`src/scf_pkg.sv`:
```
package scf_pkg;
  // Register byte offsets on the AXI4-Lite bus.
  localparam logic [7:0] ADDR_CTRL   = 8'h00;
  localparam logic [7:0] ADDR_RES    = 8'h04;
  localparam logic [7:0] ADDR_CUR    = 8'h08;
  localparam logic [7:0] ADDR_IDLE   = 8'h0C;
  localparam logic [7:0] ADDR_STATUS = 8'h10;
  localparam logic [7:0] ADDR_POS    = 8'h14;

  // Control register fields.
  localparam int CTRL_SW_MODE = 0;
  localparam int CTRL_DUAL    = 1;
  localparam int CTRL_FALLING = 2;

  // Idle register fields.
  localparam int IDLE_PCT_LSB = 0;
  localparam int IDLE_MS_LSB  = 16;

  // Reset values of the software settings.
  localparam logic [9:0]  RES_RST      = 10'h080;
  localparam logic [4:0]  CUR_RST      = 5'h0A;
  localparam logic [6:0]  PCT_RST      = 7'h3C;
  localparam logic [15:0] IDLE_MS_RST  = 16'h07D0;

  // Legal ranges; current is counted in tenths of an ampere.
  localparam logic [9:0]  RES_MIN      = 10'h001;
  localparam logic [9:0]  RES_MAX      = 10'h200;
  localparam logic [4:0]  CUR_MIN      = 5'h03;
  localparam logic [4:0]  CUR_MAX      = 5'h16;
  localparam logic [6:0]  PCT_FULL     = 7'h64;

  // Fixed switch resolutions, microsteps per full step.
  localparam logic [9:0]  RES_SW8      = 10'h008;
  localparam logic [9:0]  RES_SW16     = 10'h010;
  localparam logic [9:0]  RES_SW32     = 10'h020;

  // Blink counts per protection.
  localparam logic [2:0]  BLINK_OC     = 3'h1;
  localparam logic [2:0]  BLINK_OV     = 3'h2;
  localparam logic [2:0]  BLINK_PH     = 3'h4;

  // Timing: clock rate, frame, flash slot and settle figures; bus response codes.
  localparam int          CLK_HZ       = 25000000;
  localparam int          MS_PER_S     = 1000;
  localparam int          FRAME_S      = 3;
  localparam logic [11:0] FRAME_MS     = 12'(FRAME_S * MS_PER_S);
  localparam logic [8:0]  SLOT_MS      = 9'h190;
  localparam logic [8:0]  FLASH_ON_MS  = 9'h0C8;
  localparam logic [1:0]  CFG_SETTLE   = 2'h3;
  localparam logic [1:0]  RESP_OKAY    = 2'h0;
  localparam logic [1:0]  RESP_SLVERR  = 2'h2;
endpackage

```
`src/scf_drive_ctrl.sv`:
```
`timescale 1ns/1ns
module scf_drive_ctrl #(
  parameter int MS_CYCLES = 25000       // Clock cycles in one millisecond.
) (
  input  wire logic        aclk,                      // System clock.
  input  wire logic        aresetn,                   // Synchronous reset.
  input  wire logic [7:0]  s_axi_awaddr,              // Write address.
  input  wire logic        s_axi_awvalid,             // Write address valid.
  output logic             s_axi_awready,             // Write address ready.
  input  wire logic [31:0] s_axi_wdata,               // Write data.
  input  wire logic [3:0]  s_axi_wstrb,               // Write byte lanes.
  input  wire logic        s_axi_wvalid,              // Write data valid.
  output logic             s_axi_wready,              // Write data ready.
  output logic [1:0]       s_axi_bresp,               // Write response.
  output logic             s_axi_bvalid,              // Write response valid.
  input  wire logic        s_axi_bready,              // Write response ready.
  input  wire logic [7:0]  s_axi_araddr,              // Read address.
  input  wire logic        s_axi_arvalid,             // Read address valid.
  output logic             s_axi_arready,             // Read address ready.
  output logic [31:0]      s_axi_rdata,               // Read data.
  output logic [1:0]       s_axi_rresp,               // Read response.
  output logic             s_axi_rvalid,              // Read data valid.
  input  wire logic        s_axi_rready,              // Read data ready.
  input  wire logic        step_pulse_in,             // Step, or forward.
  input  wire logic        direction_in,              // Direction, or back.
  input  wire logic        drive_enable_in,           // High enables drive.
  input  wire logic        current_select_bit0,       // Current switch 0.
  input  wire logic        current_select_bit1,       // Current switch 1.
  input  wire logic        current_select_bit2,       // Current switch 2.
  input  wire logic        standstill_current_select, // Standstill switch.
  input  wire logic        resolution_select_bit0,    // Resolution switch 0.
  input  wire logic        resolution_select_bit1,    // Resolution switch 1.
  input  wire logic        over_current_in,           // Over-current sense.
  input  wire logic        over_voltage_in,           // Over-voltage sense.
  input  wire logic        phase_error_in,            // Phase fault sense.
  output logic             drive_active_out,          // Power stage on.
  output logic [4:0]       current_cmd_out,           // Current, 0.1 A units.
  output logic [9:0]       microstep_res_out,         // Microsteps per step.
  output logic             red_led_out                // Fault indicator.
);
  localparam logic [15:0] MS_LAST = 16'(MS_CYCLES - 1);

  // Switches read 1 when off, so the on position counts as zero.
  logic [11:0] pin_meta_r, pin_sync_r;
  logic [1:0]  edge_prev_r;
  logic [5:0]  sw_cfg_r;
  logic [1:0]  cfg_cnt_r;
  logic        cfg_valid_r;
  logic [2:0]  ctrl_r;
  logic [9:0]  res_r;
  logic [4:0]  cur_r;
  logic [6:0]  pct_r;
  logic [15:0] idle_ms_cfg_r;
  logic [2:0]  fault_r;
  logic [31:0] position_r;
  logic [15:0] pre_r;
  logic [15:0] idle_cnt_r;
  logic [11:0] frame_ms_r;
  logic [8:0]  slot_ms_r;
  logic [2:0]  slot_idx_r;
  logic        aw_hold_r, w_hold_r;
  logic [7:0]  awaddr_r;
  logic [31:0] wdata_r;
  logic [3:0]  wstrb_r;

  function automatic logic act_edge(input logic cur, input logic prev,
                                    input logic falling);
    act_edge = falling ? (prev & ~cur) : (cur & ~prev);
  endfunction

  function automatic logic [31:0] merge(input logic [31:0] old,
                                        input logic [31:0] nw,
                                        input logic [3:0]  strb);
    for (int i = 0; i < 4; i++) begin
      merge[8*i +: 8] = strb[i] ? nw[8*i +: 8] : old[8*i +: 8];
    end
  endfunction

  // Pins pass two flops; only the second stage is read by logic.
  always_ff @(posedge aclk) begin
    if (!aresetn) begin
      pin_meta_r <= 12'h000;
      pin_sync_r <= 12'h000;
    end else begin
      pin_meta_r <= {phase_error_in, over_voltage_in, over_current_in,
                     resolution_select_bit1, resolution_select_bit0,
                     standstill_current_select, current_select_bit2,
                     current_select_bit1, current_select_bit0,
                     drive_enable_in, direction_in, step_pulse_in};
      pin_sync_r <= pin_meta_r;
    end
  end

  wire       s_step    = pin_sync_r[0];
  wire       s_dir     = pin_sync_r[1];
  wire       s_enable  = pin_sync_r[2];  // Pull-up keeps an open pin high.
  wire [2:0] s_faults  = pin_sync_r[11:9];

  // Switch bank is caught once, after the synchronisers have settled.
  always_ff @(posedge aclk) begin
    if (!aresetn) begin
      cfg_cnt_r   <= 2'h0;
      cfg_valid_r <= 1'b0;
      sw_cfg_r    <= 6'h00;
    end else if (!cfg_valid_r) begin
      cfg_cnt_r <= cfg_cnt_r + 2'h1;
      if (cfg_cnt_r == scf_pkg::CFG_SETTLE) begin
        sw_cfg_r    <= pin_sync_r[8:3];
        cfg_valid_r <= 1'b1;
      end
    end
  end

  // Setting decode: software mode or switch positions.
  wire       sw_mode  = ctrl_r[scf_pkg::CTRL_SW_MODE];
  wire       dual     = ctrl_r[scf_pkg::CTRL_DUAL];
  wire       falling  = ctrl_r[scf_pkg::CTRL_FALLING];
  wire [2:0] cur_code = sw_cfg_r[2:0];
  wire [1:0] res_code = sw_cfg_r[5:4];
  logic [9:0] eff_res;
  logic [4:0] eff_cur;
  always_comb begin
    eff_res = res_r;
    eff_cur = cur_r;
    if (!sw_mode) begin
      case (res_code)
        2'h1:    eff_res = scf_pkg::RES_SW8;
        2'h2:    eff_res = scf_pkg::RES_SW16;
        2'h3:    eff_res = scf_pkg::RES_SW32;
        default: eff_res = res_r;
      endcase
      case (cur_code)
        3'h1:    eff_cur = 5'h05;
        3'h2:    eff_cur = 5'h07;
        3'h3:    eff_cur = 5'h0A;
        3'h4:    eff_cur = 5'h0D;
        3'h5:    eff_cur = 5'h10;
        3'h6:    eff_cur = 5'h13;
        3'h7:    eff_cur = 5'h16;
        default: eff_cur = cur_r;
      endcase
    end
  end

  // Standstill ratio: switch on keeps full current outside software mode.
  wire [6:0]  eff_pct  = (!sw_mode && !sw_cfg_r[3]) ? scf_pkg::PCT_FULL
                                                     : pct_r;
  wire [11:0] idle_mul = 12'(eff_cur * eff_pct);
  wire [4:0]  idle_cur = 5'(idle_mul / 12'(scf_pkg::PCT_FULL));
  wire        idle     = idle_cnt_r >= idle_ms_cfg_r;
  wire        run      = cfg_valid_r && s_enable && !(|fault_r);
  wire [4:0]  cur_nxt  = !run ? 5'h00 : (idle ? idle_cur : eff_cur);

  // Step decode; direction is sampled at the active edge.
  wire step_ev = act_edge(s_step, edge_prev_r[0], falling);
  wire back_ev = act_edge(s_dir, edge_prev_r[1], falling);
  wire inc     = run && (dual ? (step_ev && !back_ev)
                              : (step_ev && s_dir));
  wire dec     = run && (dual ? (back_ev && !step_ev)
                              : (step_ev && !s_dir));
  wire any_ev  = run && (dual ? (step_ev || back_ev) : step_ev);
  wire ms_tick = pre_r == MS_LAST;

  // Position, idle timer and millisecond prescaler.
  always_ff @(posedge aclk) begin
    if (!aresetn) begin
      edge_prev_r <= 2'h0;
      position_r  <= 32'h0000_0000;
      pre_r       <= 16'h0000;
      idle_cnt_r  <= 16'h0000;
    end else begin
      edge_prev_r <= {s_dir, s_step};
      pre_r       <= ms_tick ? 16'h0000 : pre_r + 16'h0001;
      if (inc) position_r <= position_r + 32'h0000_0001;
      else if (dec) position_r <= position_r - 32'h0000_0001;
      if (any_ev) idle_cnt_r <= 16'h0000;
      else if (ms_tick && !idle) idle_cnt_r <= idle_cnt_r + 16'h0001;
    end
  end

  // Faults latch until reset; the highest priority one is shown.
  wire [2:0] blink_code = fault_r[0] ? scf_pkg::BLINK_OC :
                          fault_r[1] ? scf_pkg::BLINK_OV :
                          fault_r[2] ? scf_pkg::BLINK_PH :
                                       3'h0;
  wire led_nxt = (|fault_r) && (slot_idx_r < blink_code) &&
                 (slot_ms_r < scf_pkg::FLASH_ON_MS);
  wire frame_end = frame_ms_r == scf_pkg::FRAME_MS - 12'h001;
  wire slot_end  = slot_ms_r == scf_pkg::SLOT_MS - 9'h001;

  always_ff @(posedge aclk) begin
    if (!aresetn) begin
      fault_r    <= 3'h0;
      frame_ms_r <= 12'h000;
      slot_ms_r  <= 9'h000;
      slot_idx_r <= 3'h0;
    end else begin
      fault_r <= fault_r | s_faults;
      if (ms_tick && frame_end) begin
        frame_ms_r <= 12'h000;
        slot_ms_r  <= 9'h000;
        slot_idx_r <= 3'h0;
      end else if (ms_tick) begin
        frame_ms_r <= frame_ms_r + 12'h001;
        slot_ms_r  <= slot_end ? 9'h000 : slot_ms_r + 9'h001;
        if (slot_end) slot_idx_r <= slot_idx_r + 3'h1;
      end
    end
  end

  // Outputs to the power stage and indicator, all registered.
  always_ff @(posedge aclk) begin
    if (!aresetn) begin
      drive_active_out  <= 1'b0;
      current_cmd_out   <= 5'h00;
      microstep_res_out <= scf_pkg::RES_RST;
      red_led_out       <= 1'b0;
    end else begin
      drive_active_out  <= run;
      current_cmd_out   <= cur_nxt;
      microstep_res_out <= eff_res;
      red_led_out       <= led_nxt;
    end
  end

  // Write path: address and data are taken in either order.
  wire        do_write = aw_hold_r && w_hold_r && !s_axi_bvalid;
  wire        wr_ctrl  = awaddr_r == scf_pkg::ADDR_CTRL;
  wire        wr_res   = awaddr_r == scf_pkg::ADDR_RES;
  wire        wr_cur   = awaddr_r == scf_pkg::ADDR_CUR;
  wire        wr_idle  = awaddr_r == scf_pkg::ADDR_IDLE;
  wire        wr_hit   = wr_ctrl || wr_res || wr_cur || wr_idle;
  wire [31:0] idle_reg = {idle_ms_cfg_r, 9'h000, pct_r};
  wire [31:0] m_ctrl   = merge({29'h0, ctrl_r}, wdata_r, wstrb_r);
  wire [31:0] m_res    = merge({22'h0, res_r}, wdata_r, wstrb_r);
  wire [31:0] m_cur    = merge({27'h0, cur_r}, wdata_r, wstrb_r);
  wire [31:0] m_idle   = merge(idle_reg, wdata_r, wstrb_r);
  wire [9:0]  res_in   = (|m_res[31:10] || m_res[9:0] > scf_pkg::RES_MAX)
                         ? scf_pkg::RES_MAX : m_res[9:0];
  wire [4:0]  cur_in   = (|m_cur[31:5] || m_cur[4:0] > scf_pkg::CUR_MAX)
                         ? scf_pkg::CUR_MAX : m_cur[4:0];
  wire [6:0]  pct_in   = (m_idle[6:0] > scf_pkg::PCT_FULL)
                         ? scf_pkg::PCT_FULL : m_idle[6:0];

  always_ff @(posedge aclk) begin
    if (!aresetn) begin
      s_axi_awready <= 1'b1;
      s_axi_wready  <= 1'b1;
      aw_hold_r     <= 1'b0;
      w_hold_r      <= 1'b0;
      awaddr_r      <= 8'h00;
      wdata_r       <= 32'h0000_0000;
      wstrb_r       <= 4'h0;
      s_axi_bvalid  <= 1'b0;
      s_axi_bresp   <= scf_pkg::RESP_OKAY;
    end else begin
      if (s_axi_awvalid && s_axi_awready) begin
        awaddr_r      <= s_axi_awaddr;
        aw_hold_r     <= 1'b1;
        s_axi_awready <= 1'b0;
      end
      if (s_axi_wvalid && s_axi_wready) begin
        wdata_r      <= s_axi_wdata;
        wstrb_r      <= s_axi_wstrb;
        w_hold_r     <= 1'b1;
        s_axi_wready <= 1'b0;
      end
      if (do_write) begin
        s_axi_bvalid <= 1'b1;
        s_axi_bresp  <= wr_hit ? scf_pkg::RESP_OKAY : scf_pkg::RESP_SLVERR;
        aw_hold_r    <= 1'b0;
        w_hold_r     <= 1'b0;
      end
      if (s_axi_bvalid && s_axi_bready) begin
        s_axi_bvalid  <= 1'b0;
        s_axi_awready <= 1'b1;
        s_axi_wready  <= 1'b1;
      end
    end
  end

  // Software settings; out-of-range values are clamped to the limits.
  always_ff @(posedge aclk) begin
    if (!aresetn) begin
      ctrl_r        <= 3'h0;
      res_r         <= scf_pkg::RES_RST;
      cur_r         <= scf_pkg::CUR_RST;
      pct_r         <= scf_pkg::PCT_RST;
      idle_ms_cfg_r <= scf_pkg::IDLE_MS_RST;
    end else if (do_write) begin
      if (wr_ctrl) ctrl_r <= m_ctrl[2:0];
      if (wr_res) res_r <= (res_in < scf_pkg::RES_MIN)
                           ? scf_pkg::RES_MIN : res_in;
      if (wr_cur) cur_r <= (cur_in < scf_pkg::CUR_MIN)
                           ? scf_pkg::CUR_MIN : cur_in;
      if (wr_idle) begin
        pct_r         <= pct_in;
        idle_ms_cfg_r <= m_idle[31:16];
      end
    end
  end

  // Read path: one read at a time, data registered with the answer.
  wire [31:0] status = {6'h00, eff_res, eff_cur, 2'h0, blink_code,
                        fault_r, idle, run, cfg_valid_r};
  logic [31:0] rd_mux;
  logic        rd_hit;
  always_comb begin
    rd_hit = 1'b1;
    if (s_axi_araddr == scf_pkg::ADDR_CTRL) rd_mux = {29'h0, ctrl_r};
    else if (s_axi_araddr == scf_pkg::ADDR_RES) rd_mux = {22'h0, res_r};
    else if (s_axi_araddr == scf_pkg::ADDR_CUR) rd_mux = {27'h0, cur_r};
    else if (s_axi_araddr == scf_pkg::ADDR_IDLE) rd_mux = idle_reg;
    else if (s_axi_araddr == scf_pkg::ADDR_STATUS) rd_mux = status;
    else if (s_axi_araddr == scf_pkg::ADDR_POS) rd_mux = position_r;
    else begin
      rd_mux = 32'h0000_0000;
      rd_hit = 1'b0;
    end
  end

  always_ff @(posedge aclk) begin
    if (!aresetn) begin
      s_axi_arready <= 1'b1;
      s_axi_rvalid  <= 1'b0;
      s_axi_rdata   <= 32'h0000_0000;
      s_axi_rresp   <= scf_pkg::RESP_OKAY;
    end else if (s_axi_arvalid && s_axi_arready) begin
      s_axi_arready <= 1'b0;
      s_axi_rvalid  <= 1'b1;
      s_axi_rdata   <= rd_mux;
      s_axi_rresp   <= rd_hit ? scf_pkg::RESP_OKAY : scf_pkg::RESP_SLVERR;
    end else if (s_axi_rvalid && s_axi_rready) begin
      s_axi_rvalid  <= 1'b0;
      s_axi_arready <= 1'b1;
    end
  end
endmodule

```
`config.mk`:
```
export PLATFORM = sky130hd
export DESIGN_NAME = scf_drive_ctrl
export DESIGN_NICKNAME = d
export VERILOG_FILES = /design/src/scf_pkg.sv /design/src/scf_drive_ctrl.sv
export SDC_FILE = /design/constraint.sdc
export NUM_CORES = 1
export LEC_CHECK = 0
export BUFFER_PORTS_ARGS = -buffer_cell sky130_fd_sc_hd__buf_2
export CORE_MARGIN = 4
export CORE_UTILIZATION = 55
export DETAILED_ROUTE_END_ITERATION = 10
export GPL_ROUTABILITY_DRIVEN = 0
export PLACE_DENSITY = 0.76
export SYNTH_ARGS = -nofsm -noshare
export SYNTH_HDL_FRONTEND = slang
export SYNTH_SLANG_ARGS = --single-unit
```
`constraint.sdc`:
```
create_clock -name aclk -period 9.4 [get_ports aclk]
set_clock_uncertainty 0.05 [all_clocks]
set_input_delay 1.88 -clock aclk [delete_from_list [all_inputs] [get_ports aclk]]
set_output_delay 1.88 -clock aclk [all_outputs]
set_load 0.02 [all_outputs]
```
==> impl_metrics.xml <==
<?xml version="1.0" encoding="UTF-8"?>
<metrics>
  <group name="outcome">
    <metric name="outcome" unit="">completed</metric>
  </group>
  <group name="cells_and_area">
    <metric name="finish.net_count" unit="">2075</metric>
    <metric name="register_area" unit="mm^2">0.005385</metric>
    <metric name="antennaDiodeCount" unit="">0</metric>
    <metric name="synthToLayoutAreaGrowth" unit="%">11.86</metric>
    <metric name="layout.cell_area.non_filler" unit="mm^2">0.01641</metric>
    <metric name="area_taken_by_multi_input_logic_gates" unit="mm^2">0.008650</metric>
    <metric name="fillers" unit="">2311</metric>
    <metric name="post_route_cells_drive_above_1_share" unit="%">11.74</metric>
  </group>
  <group name="pwr">
    <metric name="pwr-share-seq" unit="%">42.9</metric>
    <metric name="power.share.combinational" unit="%">16.1</metric>
    <metric name="pwr-share-clk" unit="%">41.1</metric>
    <metric name="internal-power" unit="W">0.002016</metric>
    <metric name="p_sw_share" unit="%">27.43</metric>
    <metric name="p_per_area" unit="mW/mm^2">169.3</metric>
    <metric name="ir_worst_vdd" unit="uV">129.1</metric>
    <metric name="power.switching" unit="W">0.0007619</metric>
    <metric name="cellLeakagePower" unit="nW">6.829</metric>
  </group>
  <group name="timing">
    <metric name="final_min_period_over_clock_period" unit="%">85.87</metric>
    <metric name="finalWorstPathRequiredPeriod" unit="ns">8.071</metric>
    <metric name="max_clk_rate" unit="MHz">123.9</metric>
    <metric name="worst_margin_slew" unit="ns">1.258</metric>
    <metric name="max_slew_headroom" unit="%">15.56</metric>
    <metric name="final_report_hold_violation_count" unit="">0</metric>
    <metric name="final.setup.tns" unit="ns">0</metric>
    <metric name="rsz0062_at_grt" unit="">no</metric>
    <metric name="slew_violations" unit="">0</metric>
    <metric name="setup_viol" unit="">0</metric>
  </group>
  <group name="clocking">
    <metric name="insertion_delay" unit="ns">0.56</metric>
    <metric name="post-cts-setup-buffers" unit="">0</metric>
    <metric name="cts_hold_buf" unit="">0</metric>
    <metric name="clk_pin_slew" unit="ns">0.07</metric>
    <metric name="number_of_clock_buffers_inserted_by_tritoncts" unit="">28</metric>
    <metric name="clock_tree.htree_level_count" unit="">1</metric>
    <metric name="cts_repair_resize_count" unit="">0</metric>
    <metric name="max-clock-path-buffers" unit="">3</metric>
    <metric name="clock_sinks" unit="">269</metric>
    <metric name="clock_tree_from_tritoncts" unit="">yes</metric>
    <metric name="clk_root_buffer_cell" unit="">sky130_fd_sc_hd__clkbuf_16</metric>
  </group>
  <group name="critical_path">
    <metric name="path_buf_inv" unit="">1</metric>
    <metric name="crit_required" unit="ns">9.84</metric>
    <metric name="timing.critical_path.max_delay_family" unit="">compound AO/OA/AOI/OAI gates</metric>
    <metric name="critPathSlowestCell" unit="">sky130_fd_sc_hd__dfxtp_1</metric>
    <metric name="rrSetupSlack" unit="ns">1.33</metric>
    <metric name="cpMostUsedCell" unit="">sky130_fd_sc_hd__fa_1</metric>
    <metric name="reg2reg_end" unit="">current_cmd_out[0]$_SDFF_PN0_</metric>
    <metric name="worstReg2RegStart" unit="">ctrl_r[0]$_SDFFE_PN0P_</metric>
    <metric name="critical_path.cell_chain" unit="">nor2_1 &gt; o21ai_1 &gt; or2_2 &gt; fa_1 &gt; fa_1 &gt; fa_1 &gt; inv_1 &gt; ha_1 &gt; o211ai_1 &gt; o21ai_2 &gt; a22oi_1 &gt; and2_1 &gt; a21oi_1 &gt; o31ai_1 &gt; o21ai_0 &gt; a21oi_1 &gt; xor2_1 &gt; o21a_1 &gt; mux2_2 &gt; o41a_1 &gt; nor4b_2 &gt; o31a_1</metric>
    <metric name="timing.critical_path.from_type" unit="">register</metric>
    <metric name="critical_path_arrival" unit="ns">8.51</metric>
    <metric name="critical-path-max-stage-delay" unit="ns">0.65</metric>
    <metric name="crit_type" unit="">register to register</metric>
    <metric name="timing.critical_path.to_type" unit="">register</metric>
    <metric name="r2r_cells" unit="">22</metric>
    <metric name="critical_path.max_fanout" unit="">18</metric>
  </group>
  <group name="worst_hold_path">
    <metric name="min-delay-start" unit="">pin_meta_r[0]$_SDFF_PN0_</metric>
    <metric name="timing.hold.worst.class" unit="">register to register</metric>
    <metric name="hold_path_end" unit="">pin_sync_r[0]$_SDFF_PN0_</metric>
    <metric name="min_delay_path_depth" unit="">1</metric>
  </group>
  <group name="routing">
    <metric name="drc_errors" unit="">0</metric>
    <metric name="dr_total_vias" unit="">13406</metric>
    <metric name="totalWireLength" unit="um">38640</metric>
    <metric name="drt_first_iter_violations" unit="">1299</metric>
    <metric name="avgRoutedWirePerCell" unit="um">17.04</metric>
    <metric name="final_antenna_net_count" unit="">0</metric>
    <metric name="viasPerCell" unit="">5.911</metric>
    <metric name="drt_pre_antenna_iters" unit="">6</metric>
  </group>
  <group name="synthesis">
    <metric name="yosys.area_share.simple" unit="%">24.04</metric>
    <metric name="largest_family_of_logic_cells_by_synthesized_area" unit="">simple AND/OR/NAND/NOR gates</metric>
    <metric name="synth_edf_count" unit="">0</metric>
    <metric name="warnings_from_yosys" unit="">0</metric>
    <metric name="yosys_register_bits" unit="">269</metric>
    <metric name="post_synth_mux_area_share" unit="%">1.689</metric>
    <metric name="post_synth_inst_count" unit="">1838</metric>
    <metric name="ys_top_cells_by_count" unit="">sky130_fd_sc_hd__dfxtp_1, sky130_fd_sc_hd__nor2_1, sky130_fd_sc_hd__nand2_1</metric>
    <metric name="synthMostInstantiatedCell" unit="">sky130_fd_sc_hd__dfxtp_1</metric>
    <metric name="sequential_area_share_after_synthesis" unit="%">36.71</metric>
    <metric name="synth-adder-area-share" unit="%">8.495</metric>
    <metric name="asyncSetResetFlopFracSynth" unit="%">0</metric>
    <metric name="ys_top_cells_by_area" unit="">sky130_fd_sc_hd__dfxtp_1, sky130_fd_sc_hd__ha_1, sky130_fd_sc_hd__nor2_1, sky130_fd_sc_hd__a21oi_1, sky130_fd_sc_hd__nand2_1</metric>
    <metric name="most_common_flop_cell_mapped_by_yosys" unit="">sky130_fd_sc_hd__dfxtp_1</metric>
    <metric name="synth_xor_area_share" unit="%">5.186</metric>
    <metric name="synthDominantCellAreaShare" unit="%">36.71</metric>
    <metric name="post_synth.cell_area_avg" unit="um^2">7.981</metric>
    <metric name="area_fraction_in_compound_gates_after_synthesis" unit="%">19.39</metric>
    <metric name="yosysTopAreaCell" unit="">sky130_fd_sc_hd__dfxtp_1</metric>
    <metric name="synth.distinct_cells" unit="">89</metric>
    <metric name="synth.cell_area" unit="mm^2">0.01467</metric>
  </group>
  <group name="floorplanning">
    <metric name="floorplan.die.height" unit="um">171.3</metric>
    <metric name="fp.dieW" unit="um">171.3</metric>
    <metric name="placement_rows" unit="">59</metric>
    <metric name="dieArea" unit="mm^2">0.02935</metric>
    <metric name="initial_utilization" unit="%">56.13</metric>
    <metric name="placeableCoreArea" unit="mm^2">0.02613</metric>
    <metric name="ioPinCount" unit="">129</metric>
  </group>
  <group name="global_routing">
    <metric name="grt_max_degree" unit="">85</metric>
    <metric name="grtUsageTotal" unit="%">25.58</metric>
    <metric name="grt_antenna_before_repair" unit="">2</metric>
    <metric name="gr-total-overflow" unit="">0</metric>
    <metric name="grt_first_pass_wirelength" unit="um">62040</metric>
    <metric name="first_global_vias" unit="">12558</metric>
  </group>
  <group name="place">
    <metric name="placement.cell_area" unit="mm^2">0.01545</metric>
    <metric name="port-buffer-count" unit="">126</metric>
    <metric name="detailed_place_hpwl" unit="um">27690</metric>
  </group>
  <group name="run">
    <metric name="max-cap-violations" unit="">0</metric>
  </group>
</metrics>
cell usage in the layout, fill, tap and decap left out, types with 13 or more instances in the layout:
cell,netlist,layout
sky130_fd_sc_hd__inv_1,71,70
sky130_fd_sc_hd__or3_1,18,18
sky130_fd_sc_hd__fa_1,16,16
sky130_fd_sc_hd__a22oi_1,25,25
sky130_fd_sc_hd__nand3_1,80,80
sky130_fd_sc_hd__a211oi_1,19,19
sky130_fd_sc_hd__nand4_1,14,14
sky130_fd_sc_hd__nor3_1,30,30
sky130_fd_sc_hd__or2_2,13,13
sky130_fd_sc_hd__dfxtp_1,269,269
sky130_fd_sc_hd__buf_2,4,126
sky130_fd_sc_hd__ha_1,74,74
sky130_fd_sc_hd__and3_1,22,22
sky130_fd_sc_hd__and2_1,42,42
sky130_fd_sc_hd__mux2i_1,18,18
sky130_fd_sc_hd__clkbuf_16,0,28
sky130_fd_sc_hd__nand2b_1,21,21
sky130_fd_sc_hd__nor2_1,244,244
sky130_fd_sc_hd__a21oi_1,166,166
sky130_fd_sc_hd__o21ai_0,83,83
sky130_fd_sc_hd__a21o_1,27,27
sky130_fd_sc_hd__xor2_1,36,36
sky130_fd_sc_hd__buf_4,5,13
sky130_fd_sc_hd__a31oi_1,14,14
sky130_fd_sc_hd__nand2_1,218,218
sky130_fd_sc_hd__xnor2_1,44,44
final cells by class:
| type | instances | share of cell area [%] |
|---|---|---|
| Timing Repair Buffer | 139 | 4.438 |
| Inverter | 72 | 1.662 |
| Clock inverter | 11 | 1.129 |
| Sequential cell | 269 | 32.82 |
| Tap cell | 335 | 2.555 |
| Clock buffer | 38 | 4.682 |
| Multi-Input combinational cell | 1404 | 52.71 |
per-layer routing:
metal	track usage (%)	part of all wire, %	vias up
li1	-	-	6585
met1	33.81	43	6219
met2	40.52	45	478
met3	4.735	7.1	120
met4	12.47	5.4	4
met5	0	0.072	-
power by group through the flow:
stage / combinational (W) / sequential, W / clock (W)
2_1_floorplan: 0.000353 / 0.00121 / 0
4_1_cts: 0.000439 / 0.00119 / 0.00116
5_1_grt: 0.000490 / 0.00119 / 0.00121
6_report: 0.000446 / 0.00119 / 0.00114
3_3_place_gp: 0.000423 / 0.00121 / 0
3_5_place_dp: 0.000437 / 0.00121 / 0
stage by stage:
stage                     total power [W]  worst slack, ns  hold slack [ns]  cells  utilization (%)
final                            0.002778            1.329           0.3891   2268            62.79
after global routing             0.002889           0.7294           0.4135   2268            62.79
after CTS                        0.002790            1.437           0.3949   2268            62.79
after detailed placement         0.001652            1.468           0.3725   2219            59.14
after global placement           0.001637            1.791           0.3727   2219            59.14
after floorplan                  0.001563            2.463           0.3614   1839                -
cells by family after synthesis:
group / count (synthesis)
adders and majority gates: 90
other: 1
muxes: 24
xor gates and xnor gates: 83
AOI/OAI and AO/OA: 448
DFF: 269
buffers and inverters: 166
and+or+nand+nor: 757
flip-flops by register name (all words and copies together) (netlist names), 9 cells and up:
register           cells
res_r                 10
idle_ms_cfg_r         16
frame_ms_r            12
position_r            32
s_axi_rdata           32
pre_r                 16
pin_sync_r            12
pin_meta_r            12
wdata_r               32
slot_ms_r              9
idle_cnt_r            16
microstep_res_out     10
worst max path at each step:
stage	from	endpoint	slack [ns]	cells after the start
after floorplan	ctrl_r[0]$_SDFFE_PN0P_	current_cmd_out[0]$_SDFF_PN0_	2.46	24
after global placement	ctrl_r[0]$_SDFFE_PN0P_	current_cmd_out[0]$_SDFF_PN0_	1.79	22
after detailed placement	ctrl_r[0]$_SDFFE_PN0P_	current_cmd_out[0]$_SDFF_PN0_	1.47	22
after CTS	ctrl_r[0]$_SDFFE_PN0P_	current_cmd_out[0]$_SDFF_PN0_	1.44	22
after global routing	ctrl_r[0]$_SDFFE_PN0P_	current_cmd_out[0]$_SDFF_PN0_	0.73	22
final	ctrl_r[0]$_SDFFE_PN0P_	current_cmd_out[0]$_SDFF_PN0_	1.33	22
No activity file was read; power rests on OpenSTA's default activity.
